### src/logic/exec_pkg.sv
package exec_pkg;
   // Quarter phases of one instruction cycle
   localparam logic [1:0] Q1 = 2'h0;
   localparam logic [1:0] Q2 = 2'h1;
   localparam logic [1:0] Q3 = 2'h2;
   localparam logic [1:0] Q4 = 2'h3;
   // Opcode patterns
   localparam logic [6:0] CMP_LESS_OP = 7'h30;
   localparam logic [5:0] DEC_FILE_OP = 6'h01;
   localparam logic [15:0] DEC_ADJ_WORD = 16'h0007;
   localparam logic [3:0] MOVE_LONG_OP = 4'hC;
   localparam logic [5:0] BRANCH_LONG_OP = 6'h3B;
   // Addressing
   localparam logic [7:0] OFFSET_LIMIT = 8'h5F;
   localparam logic [3:0] ACCESS_LOW_PAGE = 4'h0;
   localparam logic [3:0] ACCESS_HIGH_PAGE = 4'hF;
   // Decimal adjust
   localparam logic [3:0] NIBBLE_MAX = 4'h9;
   localparam logic [3:0] BCD_FIX = 4'h6;
   // Status bit positions
   localparam int FLG_C = 0;
   localparam int FLG_DC = 1;
   localparam int FLG_Z = 2;
   localparam int FLG_OV = 3;
   localparam int FLG_N = 4;
   // Register port offsets
   localparam logic [2:0] OFS_ACC = 3'h0;
   localparam logic [2:0] OFS_STATUS = 3'h1;
   localparam logic [2:0] OFS_BANK = 3'h2;
   localparam logic [2:0] OFS_CTRL = 3'h3;
   localparam logic [2:0] OFS_IDX_LO = 3'h4;
   localparam logic [2:0] OFS_IDX_HI = 3'h5;
   // Reset values
   localparam logic [7:0] ACC_RST = 8'h00;
   localparam logic [4:0] STATUS_RST = 5'h00;
   localparam logic [3:0] BANK_RST = 4'h0;
   localparam logic EXT_RST = 1'b0;
   localparam logic [11:0] IDX_RST = 12'h000;

   typedef enum logic [1:0] {ST_EXEC = 2'b00, ST_SKIP_ONE = 2'b01, ST_SKIP_TWO = 2'b10} seq_t;
   typedef enum logic [1:0] {OP_NONE = 2'b00, OP_CMP = 2'b01, OP_DAA = 2'b10, OP_DEC = 2'b11} op_t;
   typedef struct packed {
      logic rd;
      logic wr;
      logic [11:0] addr;
      logic [7:0] wdata;
   } dm_req_t;
endpackage

### src/logic/exec_unit.sv
// How it works
// - Compare-skip-if-less takes 1 cycle, 2 to skip a one-word and 3 a two-word instruction.
// - Skipping a two-word instruction runs two whole cycles where every quarter does nothing.
// - Compare does unsigned file byte minus accumulator, skips if byte is less, flags kept.
// - Compare-skip-if-less decodes from top bits 0110000, then bank bit and 8-bit address.
// - Decimal adjust adds 6 to the low nibble when it is above 9 or the nibble carry is set.
// - Decimal adjust takes high nibble plus the low correction's carry, adds 6 if above 9 or carry set.
// - Decrement-file subtracts one, updating carry, nibble carry, negative, wrap and zero.
// - Decrement-file decodes from top bits 000001, then destination, bank bit, 8-bit address.
// - Destination 0 puts the decrement in the accumulator, 1 writes it back to file byte.
// - Bank bit 0 selects the access bank, 1 selects the user bank named by the bank pointer.
// - Bank bit 0 with extended set on and address at most 95 is an offset from index base.
module exec_unit
   import exec_pkg::*;
(
   // Clock and reset
   input wire logic ref_clk_i,
   input wire logic sys_rst_i,
   // Program memory
   input wire logic [15:0] iword_i,
   output logic [1:0] q_phase_o,
   output logic cycle_end_o,
   output logic nop_cycle_o,
   // Data memory
   output dm_req_t dm_o,
   input wire logic [7:0] dm_rdata_i,
   // Register port
   input wire logic [2:0] reg_addr_i,
   input wire logic [7:0] reg_wdata_i,
   input wire logic reg_wr_i,
   input wire logic reg_rd_i,
   output logic [7:0] reg_rdata_o
);

   ////////////////////////////////////////////////////////////////////////
   logic [1:0] q, next_q;
   seq_t state, next_state;
   op_t op, next_op;
   logic dest_file, next_dest_file;
   logic skip, next_skip;
   logic long_skip, next_long_skip;
   logic [7:0] acc, next_acc;
   logic [4:0] status, next_status;
   logic [3:0] bank_pointer_reg, next_bank_pointer_reg;
   logic ext_set, next_ext_set;
   logic [11:0] idx_base, next_idx_base;
   dm_req_t next_dm;
   logic next_cycle_end, next_nop;
   logic [7:0] next_rdata;
   logic [7:0] dec_res;

   assign q_phase_o = q;
   assign dec_res = dm_rdata_i - 8'h01;

   function automatic op_t decode(input logic [15:0] w);
      if (w[15:9] == CMP_LESS_OP)
         decode = OP_CMP;
      else if (w[15:10] == DEC_FILE_OP)
         decode = OP_DEC;
      else if (w == DEC_ADJ_WORD)
         decode = OP_DAA;
      else
         decode = OP_NONE;
   endfunction

   function automatic logic is_long(input logic [15:0] w);
      is_long = (w[15:12] == MOVE_LONG_OP) || (w[15:10] == BRANCH_LONG_OP);
   endfunction

   function automatic logic [11:0] eff_addr(input logic a, input logic [7:0] f,
                                            input logic [3:0] bp, input logic ext,
                                            input logic [11:0] base);
      if (a)
         eff_addr = {bp, f};
      else if (ext && f <= OFFSET_LIMIT)
         eff_addr = base + {4'h0, f};
      else if (f <= OFFSET_LIMIT)
         eff_addr = {ACCESS_LOW_PAGE, f};
      else
         eff_addr = {ACCESS_HIGH_PAGE, f};
   endfunction

   // Carry out in bit 8; high nibble takes the low correction's carry
   function automatic logic [8:0] daa_fix(input logic [7:0] v, input logic c, input logic dc);
      logic [4:0] lo;
      logic [4:0] hi;
      lo = {1'b0, v[3:0]};
      if (v[3:0] > NIBBLE_MAX || dc)
         lo = lo + {1'b0, BCD_FIX};
      hi = {1'b0, v[7:4]} + {4'h0, lo[4]};
      if (hi > {1'b0, NIBBLE_MAX} || c)
         hi = hi + {1'b0, BCD_FIX};
      daa_fix = {hi[4] | c, hi[3:0], lo[3:0]};
   endfunction

   ////////////////////////////////////////////////////////////////////////
   always_comb
   begin
      logic [8:0] adj;
      adj = daa_fix(acc, status[FLG_C], status[FLG_DC]);
      next_q = q + 2'h1;
      next_state = state;
      next_op = op;
      next_dest_file = dest_file;
      next_skip = skip;
      next_long_skip = long_skip;
      next_acc = acc;
      next_status = status;
      next_bank_pointer_reg = bank_pointer_reg;
      next_ext_set = ext_set;
      next_idx_base = idx_base;
      next_dm = '{rd: 1'b0, wr: 1'b0, addr: dm_o.addr, wdata: dm_o.wdata};
      next_cycle_end = (q == Q3);
      next_rdata = 8'h00;
      if (reg_wr_i)
      begin
         unique case (reg_addr_i)
            OFS_ACC: next_acc = reg_wdata_i;
            OFS_STATUS: next_status = reg_wdata_i[4:0];
            OFS_BANK: next_bank_pointer_reg = reg_wdata_i[3:0];
            OFS_CTRL: next_ext_set = reg_wdata_i[0];
            OFS_IDX_LO: next_idx_base = {idx_base[11:8], reg_wdata_i};
            OFS_IDX_HI: next_idx_base = {reg_wdata_i[3:0], idx_base[7:0]};
            default: ;
         endcase
      end
      if (reg_rd_i)
      begin
         unique case (reg_addr_i)
            OFS_ACC: next_rdata = acc;
            OFS_STATUS: next_rdata = {3'h0, status};
            OFS_BANK: next_rdata = {4'h0, bank_pointer_reg};
            OFS_CTRL: next_rdata = {7'h00, ext_set};
            OFS_IDX_LO: next_rdata = idx_base[7:0];
            OFS_IDX_HI: next_rdata = {4'h0, idx_base[11:8]};
            default: next_rdata = 8'h00;
         endcase
      end
      unique case (q)
         Q1:
         begin
            next_skip = 1'b0;
            next_op = OP_NONE;
            if (state == ST_EXEC)
            begin
               next_op = decode(iword_i);
               next_dest_file = iword_i[9];
               if (next_op == OP_CMP || next_op == OP_DEC)
               begin
                  next_dm.rd = 1'b1;
                  next_dm.addr = eff_addr(iword_i[8], iword_i[7:0], bank_pointer_reg,
                                          ext_set, idx_base);
               end
            end
            else if (state == ST_SKIP_ONE)
               next_long_skip = is_long(iword_i);
         end
         Q2: ;
         Q3:
         begin
            unique case (op)
               OP_CMP: next_skip = dm_rdata_i < acc;
               OP_DAA:
               begin
                  next_acc = adj[7:0];
                  next_status[FLG_C] = adj[8];
               end
               OP_DEC:
               begin
                  // Decrement wins over a register-port write in the same cycle
                  if (dest_file)
                  begin
                     next_dm.wr = 1'b1;
                     next_dm.wdata = dec_res;
                  end
                  else
                     next_acc = dec_res;
                  next_status[FLG_C] = dm_rdata_i != 8'h00;
                  next_status[FLG_DC] = dm_rdata_i[3:0] != 4'h0;
                  next_status[FLG_Z] = dec_res == 8'h00;
                  next_status[FLG_OV] = dm_rdata_i == 8'h80;
                  next_status[FLG_N] = dec_res[7];
               end
               OP_NONE: ;
            endcase
         end
         Q4:
         begin
            unique case (state)
               ST_EXEC: next_state = skip ? ST_SKIP_ONE : ST_EXEC;
               ST_SKIP_ONE: next_state = long_skip ? ST_SKIP_TWO : ST_EXEC;
               ST_SKIP_TWO: next_state = ST_EXEC;
               default: next_state = ST_EXEC;
            endcase
         end
      endcase
      next_nop = (next_state != ST_EXEC);
   end

   always_ff @(posedge ref_clk_i or posedge sys_rst_i)
   begin
      if (sys_rst_i)
      begin
         q <= Q1;
         state <= ST_EXEC;
         op <= OP_NONE;
         dest_file <= 1'b0;
         skip <= 1'b0;
         long_skip <= 1'b0;
         acc <= ACC_RST;
         status <= STATUS_RST;
         bank_pointer_reg <= BANK_RST;
         ext_set <= EXT_RST;
         idx_base <= IDX_RST;
         dm_o <= '0;
         cycle_end_o <= 1'b0;
         nop_cycle_o <= 1'b0;
         reg_rdata_o <= 8'h00;
      end
      else
      begin
         q <= next_q;
         state <= next_state;
         op <= next_op;
         dest_file <= next_dest_file;
         skip <= next_skip;
         long_skip <= next_long_skip;
         acc <= next_acc;
         status <= next_status;
         bank_pointer_reg <= next_bank_pointer_reg;
         ext_set <= next_ext_set;
         idx_base <= next_idx_base;
         dm_o <= next_dm;
         cycle_end_o <= next_cycle_end;
         nop_cycle_o <= next_nop;
         reg_rdata_o <= next_rdata;
      end
   end

   logic cmp_at_q3, q1_exec;
   assign cmp_at_q3 = q == Q3 && op == OP_CMP;
   assign q1_exec = q == Q1 && state == ST_EXEC;
endmodule

### config.mk
export PLATFORM = sky130hd
export DESIGN_NAME = exec_unit
export DESIGN_NICKNAME = d
export VERILOG_FILES = /design/src/logic/exec_pkg.sv /design/src/logic/exec_unit.sv
export SDC_FILE = /design/constraint.sdc
export NUM_CORES = 1
export LEC_CHECK = 0
export BUFFER_PORTS_ARGS = -buffer_cell sky130_fd_sc_hd__buf_2
export CORE_ASPECT_RATIO = 1.5
export CORE_UTILIZATION = 41
export DETAILED_ROUTE_END_ITERATION = 16
export PLACE_DENSITY = 0.58
export SYNTH_ARGS = -nofsm -noshare
export SYNTH_HDL_FRONTEND = slang
export SYNTH_SLANG_ARGS = --single-unit
### constraint.sdc
create_clock -name ref_clk_i -period 3.2 [get_ports ref_clk_i]
set_clock_uncertainty 0.05 [all_clocks]
set_input_delay 0.64 -clock ref_clk_i [delete_from_list [all_inputs] [get_ports ref_clk_i]]
set_output_delay 0.64 -clock ref_clk_i [all_outputs]
set_load 0.02 [all_outputs]
* Word-level counts from Yosys, hierarchy flattened
Index checks and enable logic that the tools add are counted.
Storage, ports and cells: output and inout port bits 34, logic and storage cells 113, input port bits 39, flip-flop bits (word level) 71
Operators by class: magnitude comparators 4, $add $sub $neg 6, mux-type cells 36, reductions and logical operators 22, equality and inequality tests 21, bitwise gates (word level) 4
Operators by type and width (count):
- $pmux W8 S6 | 1
- $mux W8 | 5
- $mux W12 | 3
- $mux W5 | 5
- $pmux W12 S2 | 1
- $eq A16 B3 Y1 const B | 1
- $mux W2 | 8
- $pmux W8 S2 | 1
- $reduce_and A3 Y1 | 5
- $add A12 B8 Y12 | 1
- $eq A2 B2 Y1 const B | 5
- $eq A8 B8 Y1 const B | 1
- $le A8 B7 Y1 const B | 1
- $logic_not A8 Y1 | 1
- $lt A8 B8 Y1 | 1
- $mux W1 | 8
- $reduce_and A2 Y1 | 4
- $reduce_bool A8 Y1 | 1
- $sub A8 B1 Y8 const B | 1
- $eq A7 B6 Y1 const B | 1
- $eq A2 B1 Y1 const B | 3
- $eq A3 B2 Y1 const B | 2
- $eq A3 B3 Y1 const B | 2
- $eq A6 B1 Y1 const B | 1
- other kinds (22) | 30

* Longest topological paths before layout
Gate-level depths: netlist (run 1).
word-level depth 11, depth in mapped cells 10, mapped depth without buffers 9

* Least setup slack after synthesis (run 1)
No wires, ideal clock.
path kind input to register, start in iword_i[0], end reg dm_o[18] (netlist bit), required time 3.024 ns, stages on the path 9, data arrival time 2.484 ns, path buffers 0, setup time 0.126 ns, setup slack 0.540 ns, cell sequence ha_1 -> inv_1 -> fa_1 -> nor2b_4 -> or4_4 -> a2111oi_4 -> nor3_2 -> xor2_1 -> a221o_1
Between the ends: word-level cells in the longest chain between the ends 9, elaborated cells on any way between the ends 16, classes of those cells add/sub: 1; order compare: 1; eq/ne: 3; mux: 8; reduce/logical: 3
Ends and longest elaborated chain:
- from (decl) | RTL line exec_unit.sv:20 | input wire logic [15:0] iword_i,
- $eq A16 B3 Y1 | RTL line exec_unit.sv:60 | else if (w == DEC_ADJ_WORD)
- $mux W2 | RTL line exec_unit.sv:60
- $mux W2 | RTL line exec_unit.sv:58 | else if (w[15:10] == DEC_FILE_OP)
- $mux W2 | RTL line exec_unit.sv:56 | if (w[15:9] == CMP_LESS_OP)
- $mux W2 | RTL line exec_unit.sv:144 | if (state == ST_EXEC)
- $mux W2 | RTL line exec_unit.sv:139 | unique case (q)
- $eq A2 B1 Y1 / $eq A2 B2 Y1 (equally long branches) | RTL line exec_unit.sv:148 | if (next_op == OP_CMP || next_op == OP_DEC)
- $logic_or A1 B1 Y1 | RTL line exec_unit.sv:148
- $reduce_and A3 Y1 (no source line)
- to (signal assigned) | RTL line exec_unit.sv:233 | dm_o <= next_dm;
- to (decl) | RTL line exec_unit.sv:25 | output dm_req_t dm_o,
Parallel ways exist; a longest one is shown, timed or not. The select of a mux whose other input is x is not followed. A chain may end at the register's enable or synchronous reset.

* Final worst setup path (run 1)
start reg acc[1], end reg acc[6]
Between the ends: word-level cells in the longest chain between the ends 9, elaborated cells on any way between the ends 11, classes of those cells add/sub: 3; order compare: 2; mux: 4; reduce/logical: 2
Ends and longest elaborated chain:
- from (decl) | RTL line exec_unit.sv:42 | logic [7:0] acc, next_acc;
- from (signal assigned) | RTL line exec_unit.sv:228 | acc <= next_acc;
- $gt A4 B4 Y1 | RTL line exec_unit.sv:88 | if (v[3:0] > NIBBLE_MAX || dc)
- $logic_or A1 B1 Y1 | RTL line exec_unit.sv:88
- $mux W5 (*) | RTL line exec_unit.sv:88
- $add A4 B1 Y5 (*) | RTL line exec_unit.sv:90 | hi = {1'b0, v[7:4]} + {4'h0, lo[4]};
- $gt A5 B4 Y1 | RTL line exec_unit.sv:91 | if (hi > {1'b0, NIBBLE_MAX} || c)
- $logic_or A1 B1 Y1 | RTL line exec_unit.sv:91
- $mux W5 (*) | RTL line exec_unit.sv:91
- $pmux W8 S2 (*) | RTL line exec_unit.sv:161 | unique case (op)
- $mux W8 (*) | RTL line exec_unit.sv:139
- net next_acc[6] | RTL line exec_unit.sv:42
Mark *: on every way through the listed nets, which the timed path passes. The rest lies on a longest branch. The select of a mux whose other input is x is not followed.

==> results by group, run 1 <==
Status
  • Status: finished, final reports clean

Clock tree
  • Htree depth: 3
  • Post-CTS setup buffer count: 0
  • Post-cts repair resize count: 0
  • Clock sink count: 71
  • Reg clk slew, reported paths: 0.06 ns
  • CTS tree: yes
  • TritonCTS buffer count: 9
  • Worst-Skew Late Latency: 0.34 ns
  • Cts hold-fix bufs: 0
  • Root buf cell: clkbuf_16
  • Maximum clock insertion buffer count: 2

Detailed routing
  • TritonRoute pass-1 iters: 4
  • WL per Instance: 16.52 µm
  • DR iter-0 viols: 165
  • Vias post-DR: 3703
  • Drt drc: 0
  • Vias per cell: 5.367
  • Final wirelength: 11400 µm
  • Post-DRT Antenna Nets: 0

Place
  • Global placement routability congestion: 0.9300
  • Place WS: 0.2888 ns
  • Port buffer count: 72
  • Post-DP HPWL: 8748 µm

Worst hold path
  • Worst hold path class: primary input to asynchronous set/reset pin

Synthesis
  • Yosys Warn Count: 0
  • Mapped Avg Cell Area: 9.318 µm²
  • Fraction of registers with async set/reset: 100.0%
  • Synth Net Count: 539
  • Synth Cell Area: 0.004417 mm²
  • Post-synth EDFFs: 0
  • Mapped Cells: 474
  • Yosys cell types: 64
  • Register area share after synthesis: 40.23%
  • Synthesis-stage register bit count: 71
  • Prevailing post-synth register cell: dfrtp_1

Power and ir drop
  • Power Internal: 1.992 mW
  • Clock Power Share: 34.6%
  • Pwr per Cell Area: 564.4 mW/mm²
  • Max IR drop VDD: 0.2945 mV
  • Reg power frac: 38.9%
  • Logic pwr share: 26.5%
  • Sw Share: 32.27%
  • Leak: 2.382 nW
  • Net Switching: 0.9489 mW

Global routing
  • Largest net degree at the start of global routing: 72
  • Initial antenna violation count: 0
  • Vias in the first global route: 3658
  • Gr usage total: 21.95%
  • First-pass GRT wire length: 18660 µm
  • Grt total ovfl: 0

Setup path
  • Worst r2r dst: acc[6]
  • Setup crit end: acc[6]
  • Setup CP Type: flop to flop
  • CP max FO: 6
  • Worst EP required: 3.39 ns
  • Crit path from: acc[1]
  • Worst Path Arrival: 2.84 ns
  • R2R cell count: 9
  • Reg2Reg Setup Slack: 0.55 ns
  • Critical Path Source Type: flop
  • Crit. End Element: flop
  • RR Startpoint: acc[1]

Timing
  • Tmin final: 2.647 ns
  • Setup repair after global routing missed its margin: false
  • Slew headroom: 37.30%
  • Worst-margin pin slew: 0.9279 ns
  • Hold Vio Cnt, Final: 0
  • Setup Total Neg Slack: 0 ns
  • Final setup viols: 0
  • Final setup margin: 0.5528 ns
  • Fin crit share: 82.73%
  • FMAX: 0.3778 GHz
  • Max Transition Viols Final: 0

Finish
  • # diodes: 0
  • Share of cells above drive strength 1: 22.89%
  • Max reg flops: 22
  • Largest registers: dm_o: 22 flops, idx_base: 12 flops
  • Reg with most FFs: dm_o
  • Final net count: 606
  • Area Growth Syn to Fin: 17.96%

Floorplanning
  • DIE WIDTH: 86.75 µm
  • Die area: 0.01120 mm²
  • Die height: 129.1 µm
  • Initial Util: 41.93%
  • Total core area: 0.01053 mm²
  • IO Count: 73
  • Rows: 46

Flow run
  • Max Cap Viol: 0
## placed cells by master (no fill, tap or decap), types with 5 or more instances in the layout
cell type / Yosys / routed
a21oi_1: 34 / 34
a31oi_1: 5 / 5
buf_2: 3 / 72
clkbuf_16: 0 / 9
dfrtp_1: 71 / 71
ha_1: 25 / 25
inv_1: 23 / 22
mux2_2: 18 / 18
mux2i_1: 16 / 16
nand2_1: 51 / 51
nand2b_1: 8 / 8
nand3_1: 15 / 15
nor2_1: 32 / 32
nor2b_1: 7 / 7
nor3_1: 13 / 13
o211ai_1: 5 / 5
o21a_1: 5 / 5
o21ai_0: 43 / 43
xnor2_1: 9 / 9
## final cells by class
| class | instances | area, µm² |
|---|---|---|
| clock buffers | 11 | 242.7 |
| clock inverters | 5 | 57.56 |
| fillers | 1006 | 5323 |
| inverters | 24 | 90.09 |
| multi-input cells | 360 | 2467 |
| flip-flops and latches | 71 | 1777 |
| well taps | 144 | 180.2 |
| repair buffers | 75 | 395.4 |
## critical path: stages (launching register included)
cell and delay, ns:
dfrtp_1 0.42, o21a_1 0.22, ha_1 0.22, ha_1 0.40, nand2b_1 0.16, a21oi_1 0.10, o31ai_1 0.44, mux2i_1 0.25
nor2_1 0.05, a311oi_1 0.21
## cell families after synthesis
group                    share of synthesized area (%)
buffers and inverters                            3.909
adder cells (fa/ha/maj)                          7.535
XOR/XNOR                                         2.380
multiplexers                                     9.235
AO/OA/AOI/OAI                                    18.53
flip-flops                                       40.23
AND/OR/NAND/NOR                                  18.19
## cells in the mapped netlist, types with 4 or more instances
cell type / count / area (µm²)
nor3_1: 13 / 65.06
a21oi_1: 34 / 170.2
nand3_1: 15 / 75.07
clkbuf_1: 14 / 52.55
xnor2_1: 9 / 78.83
nand2b_1: 8 / 50.05
mux2i_1: 16 / 160.2
ha_1: 25 / 312.8
a31oi_1: 5 / 31.28
nand2_1: 51 / 191.4
mux2_2: 18 / 202.7
nor2b_1: 7 / 43.79
inv_1: 23 / 86.33
dfrtp_1: 71 / 1777
nand3b_1: 4 / 30.03
o21a_1: 5 / 37.54
nor2_1: 32 / 120.1
o211ai_1: 5 / 37.54
o21ai_0: 43 / 215.2
## through the flow
stage / instances / instance area [µm²] / power (mW) / hold slack, ns / util, %
2_1_floorplan: 474 / 4417 / 1.695 / 0.4236 / -
3_3_place_gp: 674 / 4910 / 1.917 / 0.4071 / 46.61
3_5_place_dp: 674 / 4910 / 1.936 / 0.4157 / 46.61
4_1_cts: 690 / 5210 / 2.963 / 0.3438 / 49.47
5_1_grt: 690 / 5210 / 3.104 / 0.3531 / 49.47
6_report: 690 / 5210 / 2.941 / 0.3063 / 49.47
## worst min-delay path by stage
stage	end	slack [ns]	depth (start not counted)
3_5_place_dp	dm_o[15]	0.42	2
5_1_grt	q_phase_o[1]	0.35	3
2_1_floorplan	long_skip	0.42	1
4_1_cts	q_phase_o[0]	0.34	3
6_report	q_phase_o[1]	0.31	3
3_3_place_gp	dm_o[10]	0.41	2
## power by group through the flow
stage | Combinational [mW] | Clock (mW) | Sequential, mW
final | 0.779 | 1.02 | 1.14
after global routing | 0.871 | 1.08 | 1.16
after global placement | 0.763 | 0 | 1.15
after detailed placement | 0.778 | 0 | 1.16
after floorplan | 0.559 | 0 | 1.14
after CTS | 0.784 | 1.04 | 1.14
## metal layers
metal  GRT usage, %  share of wire, %  vias up
li1               -                 -     1844
met3          3.694               3.6       12
met1          25.65                41     1777
met5              0                 0        -
met2          39.96                54       70
met4          8.039               1.8        0
Note: power is estimated with default switching activity, not from simulation.
==> inputs of run 2 (changes only) <==
--- a/config.mk
+++ b/config.mk
@@ -9,7 +9,7 @@
 export CORE_ASPECT_RATIO = 1.5
 export CORE_UTILIZATION = 41
 export DETAILED_ROUTE_END_ITERATION = 16
-export PLACE_DENSITY = 0.58
+export PLACE_DENSITY = 0.6
 export SYNTH_ARGS = -nofsm -noshare
 export SYNTH_HDL_FRONTEND = slang
 export SYNTH_SLANG_ARGS = --single-unit
==> constraint.sdc (replaced) <==
create_clock -name ref_clk_i -period 2.2 [get_ports ref_clk_i]
set_clock_uncertainty 0.05 [all_clocks]
set_input_delay 0.44 -clock ref_clk_i [delete_from_list [all_inputs] [get_ports ref_clk_i]]
set_output_delay 0.44 -clock ref_clk_i [all_outputs]
set_load 0.02 [all_outputs]
==> results by group, run 2 (same netlist as run 1, synthesis figures left out) <==
Timing
  • Slew headroom: 70.45% (was 37.30%)
  • Hold Worst Slack: 0.1523 ns (was 0.3063 ns)
  • Setup Total Neg Slack: -0.2429 ns (was 0 ns)
  • Final setup viols: 3 (was 0)
  • Hold Vio Cnt, Final: 0 (unchanged)
  • Final setup margin: -0.1834 ns (was 0.5528 ns)
  • FMAX: 0.4196 GHz (was 0.3778 GHz)
  • Max Transition Viols Final: 0 (unchanged)
  • Fin crit share: 108.3% (was 82.73%)
  • Tmin final: 2.383 ns (was 2.647 ns)
  • Setup repair after global routing missed its margin: true (was false)
  • Worst-margin pin slew: 0.4420 ns (was 0.9279 ns)

Worst hold path
  • Worst hold path class: primary input to asynchronous set/reset pin (unchanged)

Finish
  • Reg with most FFs: dm_o (unchanged)
  • Filler instances: 966 (was 1006)
  • # diodes: 0 (unchanged)
  • Final net count: 669 (was 606)
  • Largest registers: dm_o: 22 flops, idx_base: 12 flops (unchanged)
  • Area Growth Syn to Fin: 31.56% (was 17.96%)
  • Commonest non-fill, non-tap cells in the layout: buf_2, dfrtp_1, buf_4 (was buf_2, dfrtp_1, nand2_1)
  • Max reg flops: 22 (unchanged)
  • Most common cell after layout, fill and taps aside: buf_2 (unchanged)
  • Share of cells above drive strength 1: 33.99% (was 22.89%)
  • Finished Cell Area: 0.005811 mm² (was 0.005210 mm²)
  • Finished Core Util: 55.17% (was 49.47%)

Place
  • Port buffer count: 72 (unchanged)
  • Global placement routability congestion: 0.8957 (was 0.9300)
  • Post-DP HPWL: 9472 µm (was 8748 µm)
  • Placed cell area: 0.005384 mm² (was 0.004910 mm²)

Detailed routing
  • DR iter-0 viols: 135 (was 165)
  • WL per Instance: 16.52 µm (about the same)
  • Vias post-DR: 4057 (was 3703)
  • TritonRoute pass-1 iters: 10 (was 4)
  • Final wirelength: 12440 µm (was 11400 µm)
  • Post-DRT Antenna Nets: 0 (unchanged)
  • Vias per cell: 5.388 (was 5.367)
  • Drt drc: 2 (was 0)

Status
  • Failing checks: DRC, setup timing
  • Status: finished, violations left (was finished, final reports clean)

Floorplanning
  • Total core area: 0.01053 mm² (unchanged)
  • DIE WIDTH: 86.75 µm (unchanged)
  • Die area: 0.01120 mm² (unchanged)
  • Rows: 46 (unchanged)
  • Initial Util: 41.93% (unchanged)
  • Die height: 129.1 µm (unchanged)
  • IO Count: 73 (unchanged)

Clock tree
  • Cts hold-fix bufs: 0 (unchanged)
  • Maximum clock insertion buffer count: 2 (unchanged)
  • CTS tree: yes (unchanged)
  • Worst-Skew Late Latency: 0.34 ns (about the same)
  • Reg clk slew, reported paths: 0.06 ns (about the same)
  • Clock sink count: 71 (unchanged)
  • Root buf cell: clkbuf_16 (unchanged)
  • TritonCTS buffer count: 9 (unchanged)
  • Htree depth: 3 (unchanged)

Setup path
  • Reg2Reg Setup Slack: -0.18 ns (was 0.55 ns)
  • Critical Path Source Type: flop (unchanged)
  • Critical-path cell list: ha_2 > inv_2 > fa_2 > nor2b_4 > or4_4 > a2111oi_4 > nor3_2 > xor2_1 > a221o_1 (was o21a_1 > ha_1 > ha_1 > nand2b_1 > a21oi_1 > o31ai_1 > mux2i_1 > nor2_1 > a311oi_1)
  • CP top delay family: compound AO/OA/AOI/OAI gates (unchanged)
  • Crit path from: idx_base[0] (was acc[1])
  • Worst path bufs/invs: 1 (was 0)
  • Setup CP Type: flop to flop (unchanged)
  • Worst EP required: 2.38 ns (was 3.39 ns)
  • Setup crit end: dm_o[18] (was acc[6])
  • R2R cell count: 9 (unchanged)
  • CP max FO: 2 (was 6)
  • Worst Path Arrival: 2.56 ns (was 2.84 ns)
  • Largest stage delay on the critical path: 0.44 ns (about the same)
  • Critical-path top delay cell: or4_4 (was o31ai_1)
  • RR Startpoint: idx_base[0] (was acc[1])
  • Crit path depth: 9 (unchanged)
  • Crit. End Element: flop (unchanged)
  • Worst r2r dst: dm_o[18] (was acc[6])

Power and ir drop
  • Total power: 4.524 mW (was 2.941 mW)
  • Leak: 2.688 nW (was 2.382 nW)
  • Max IR drop VDD: 0.3615 mV (was 0.2945 mV)
  • Pwr per Cell Area: 778.5 mW/mm² (was 564.4 mW/mm²)

Global routing
  • Initial antenna violation count: 0 (unchanged)
  • First-pass GRT wire length: 20240 µm (was 18660 µm)
  • Gr usage total: 23.93% (was 21.95%)
  • Largest net degree at the start of global routing: 72 (unchanged)
  • Vias in the first global route: 4079 (was 3658)
  • Grt total ovfl: 0 (unchanged)

Flow run
  • Max Cap Viol: 0 (unchanged)
run 2: changes by cell type in the layout (fill, tap and decap cells not counted), moves of 3 or more:
cell      previous run  this run
inv_1               22        19
a21oi_2              0         3
buf_4                2        62
a21oi_1             34        30
ha_1                25        21
o21ai_1              0         8
ha_4                 0         3
o21ai_0             43        35
clkbuf_1             1         4
run 2: worst register-to-register path, stage by stage, from the launching register on:
cell and delay, ns:
dfrtp_1 0.38, ha_2 0.18, inv_2 0.05, fa_2 0.22, nor2b_4 0.05, or4_4 0.44, a2111oi_4 0.35, nor3_2 0.10
xor2_1 0.15, a221o_1 0.31
run 2: report_power, final:
group	leakage, nW	switching [mW]	internal [mW]
clock	0.138	0.551	0.880
combinational	1.67	0.715	0.726
sequential	0.877	0.178	1.47
run 2: area by class of cell:
cell class	count	area, µm²	area share [%]
Multi-Input combinational cell	361	2603	44.79
Sequential cell	71	1779	30.62
Timing Repair Buffer	137	868.3	14.94
Clock buffer	13	240.2	4.134
Tap cell	144	180.2	3.101
Inverter	24	96.34	1.658
Clock inverter	3	43.79	0.7537
run 2: routing by layer:
metal	share of wire (%)	vias up	track usage, %
li1	-	1964	-
met1	42	1959	27.74
met2	52	109	42.34
met3	2.8	25	4.777
met4	3.2	0	10.69
met5	0	-	0
run 2: worst min path at each step:
stage / slack (ns) / startpoint / cells after the start / endpoint
final: 0.15 / sys_rst_i / 3 / dm_o[12]
after global routing: 0.20 / sys_rst_i / 3 / dm_o[16]
after CTS: 0.17 / sys_rst_i / 3 / dm_o[21]
after detailed placement: 0.42 / dm_o[11] / 2 / dm_o[11]
after global placement: 0.41 / dm_o[14] / 2 / dm_o[14]
after floorplan: 0.42 / long_skip / 1 / long_skip
run 2: timing repair:
| action | 4_1_cts | 5_1_grt |
|---|---|---|
| buffers inserted | 3 | 3 |
| resized for setup | 9 | 19 |
| endpoints found under the setup margin | 13 | 15 |
| cloned | 1 | 1 |
| pin swaps | 4 | 13 |
| endpoints found under the hold margin | 0 | 0 |
run 2: per-stage QoR:
step / worst slack [ns] / cells
floorplan: -0.2203 / 474
global placement: -0.3522 / 730
detailed placement: -0.3858 / 730
CTS: -0.1866 / 749
global route: -0.2782 / 753
finish: -0.1834 / 753
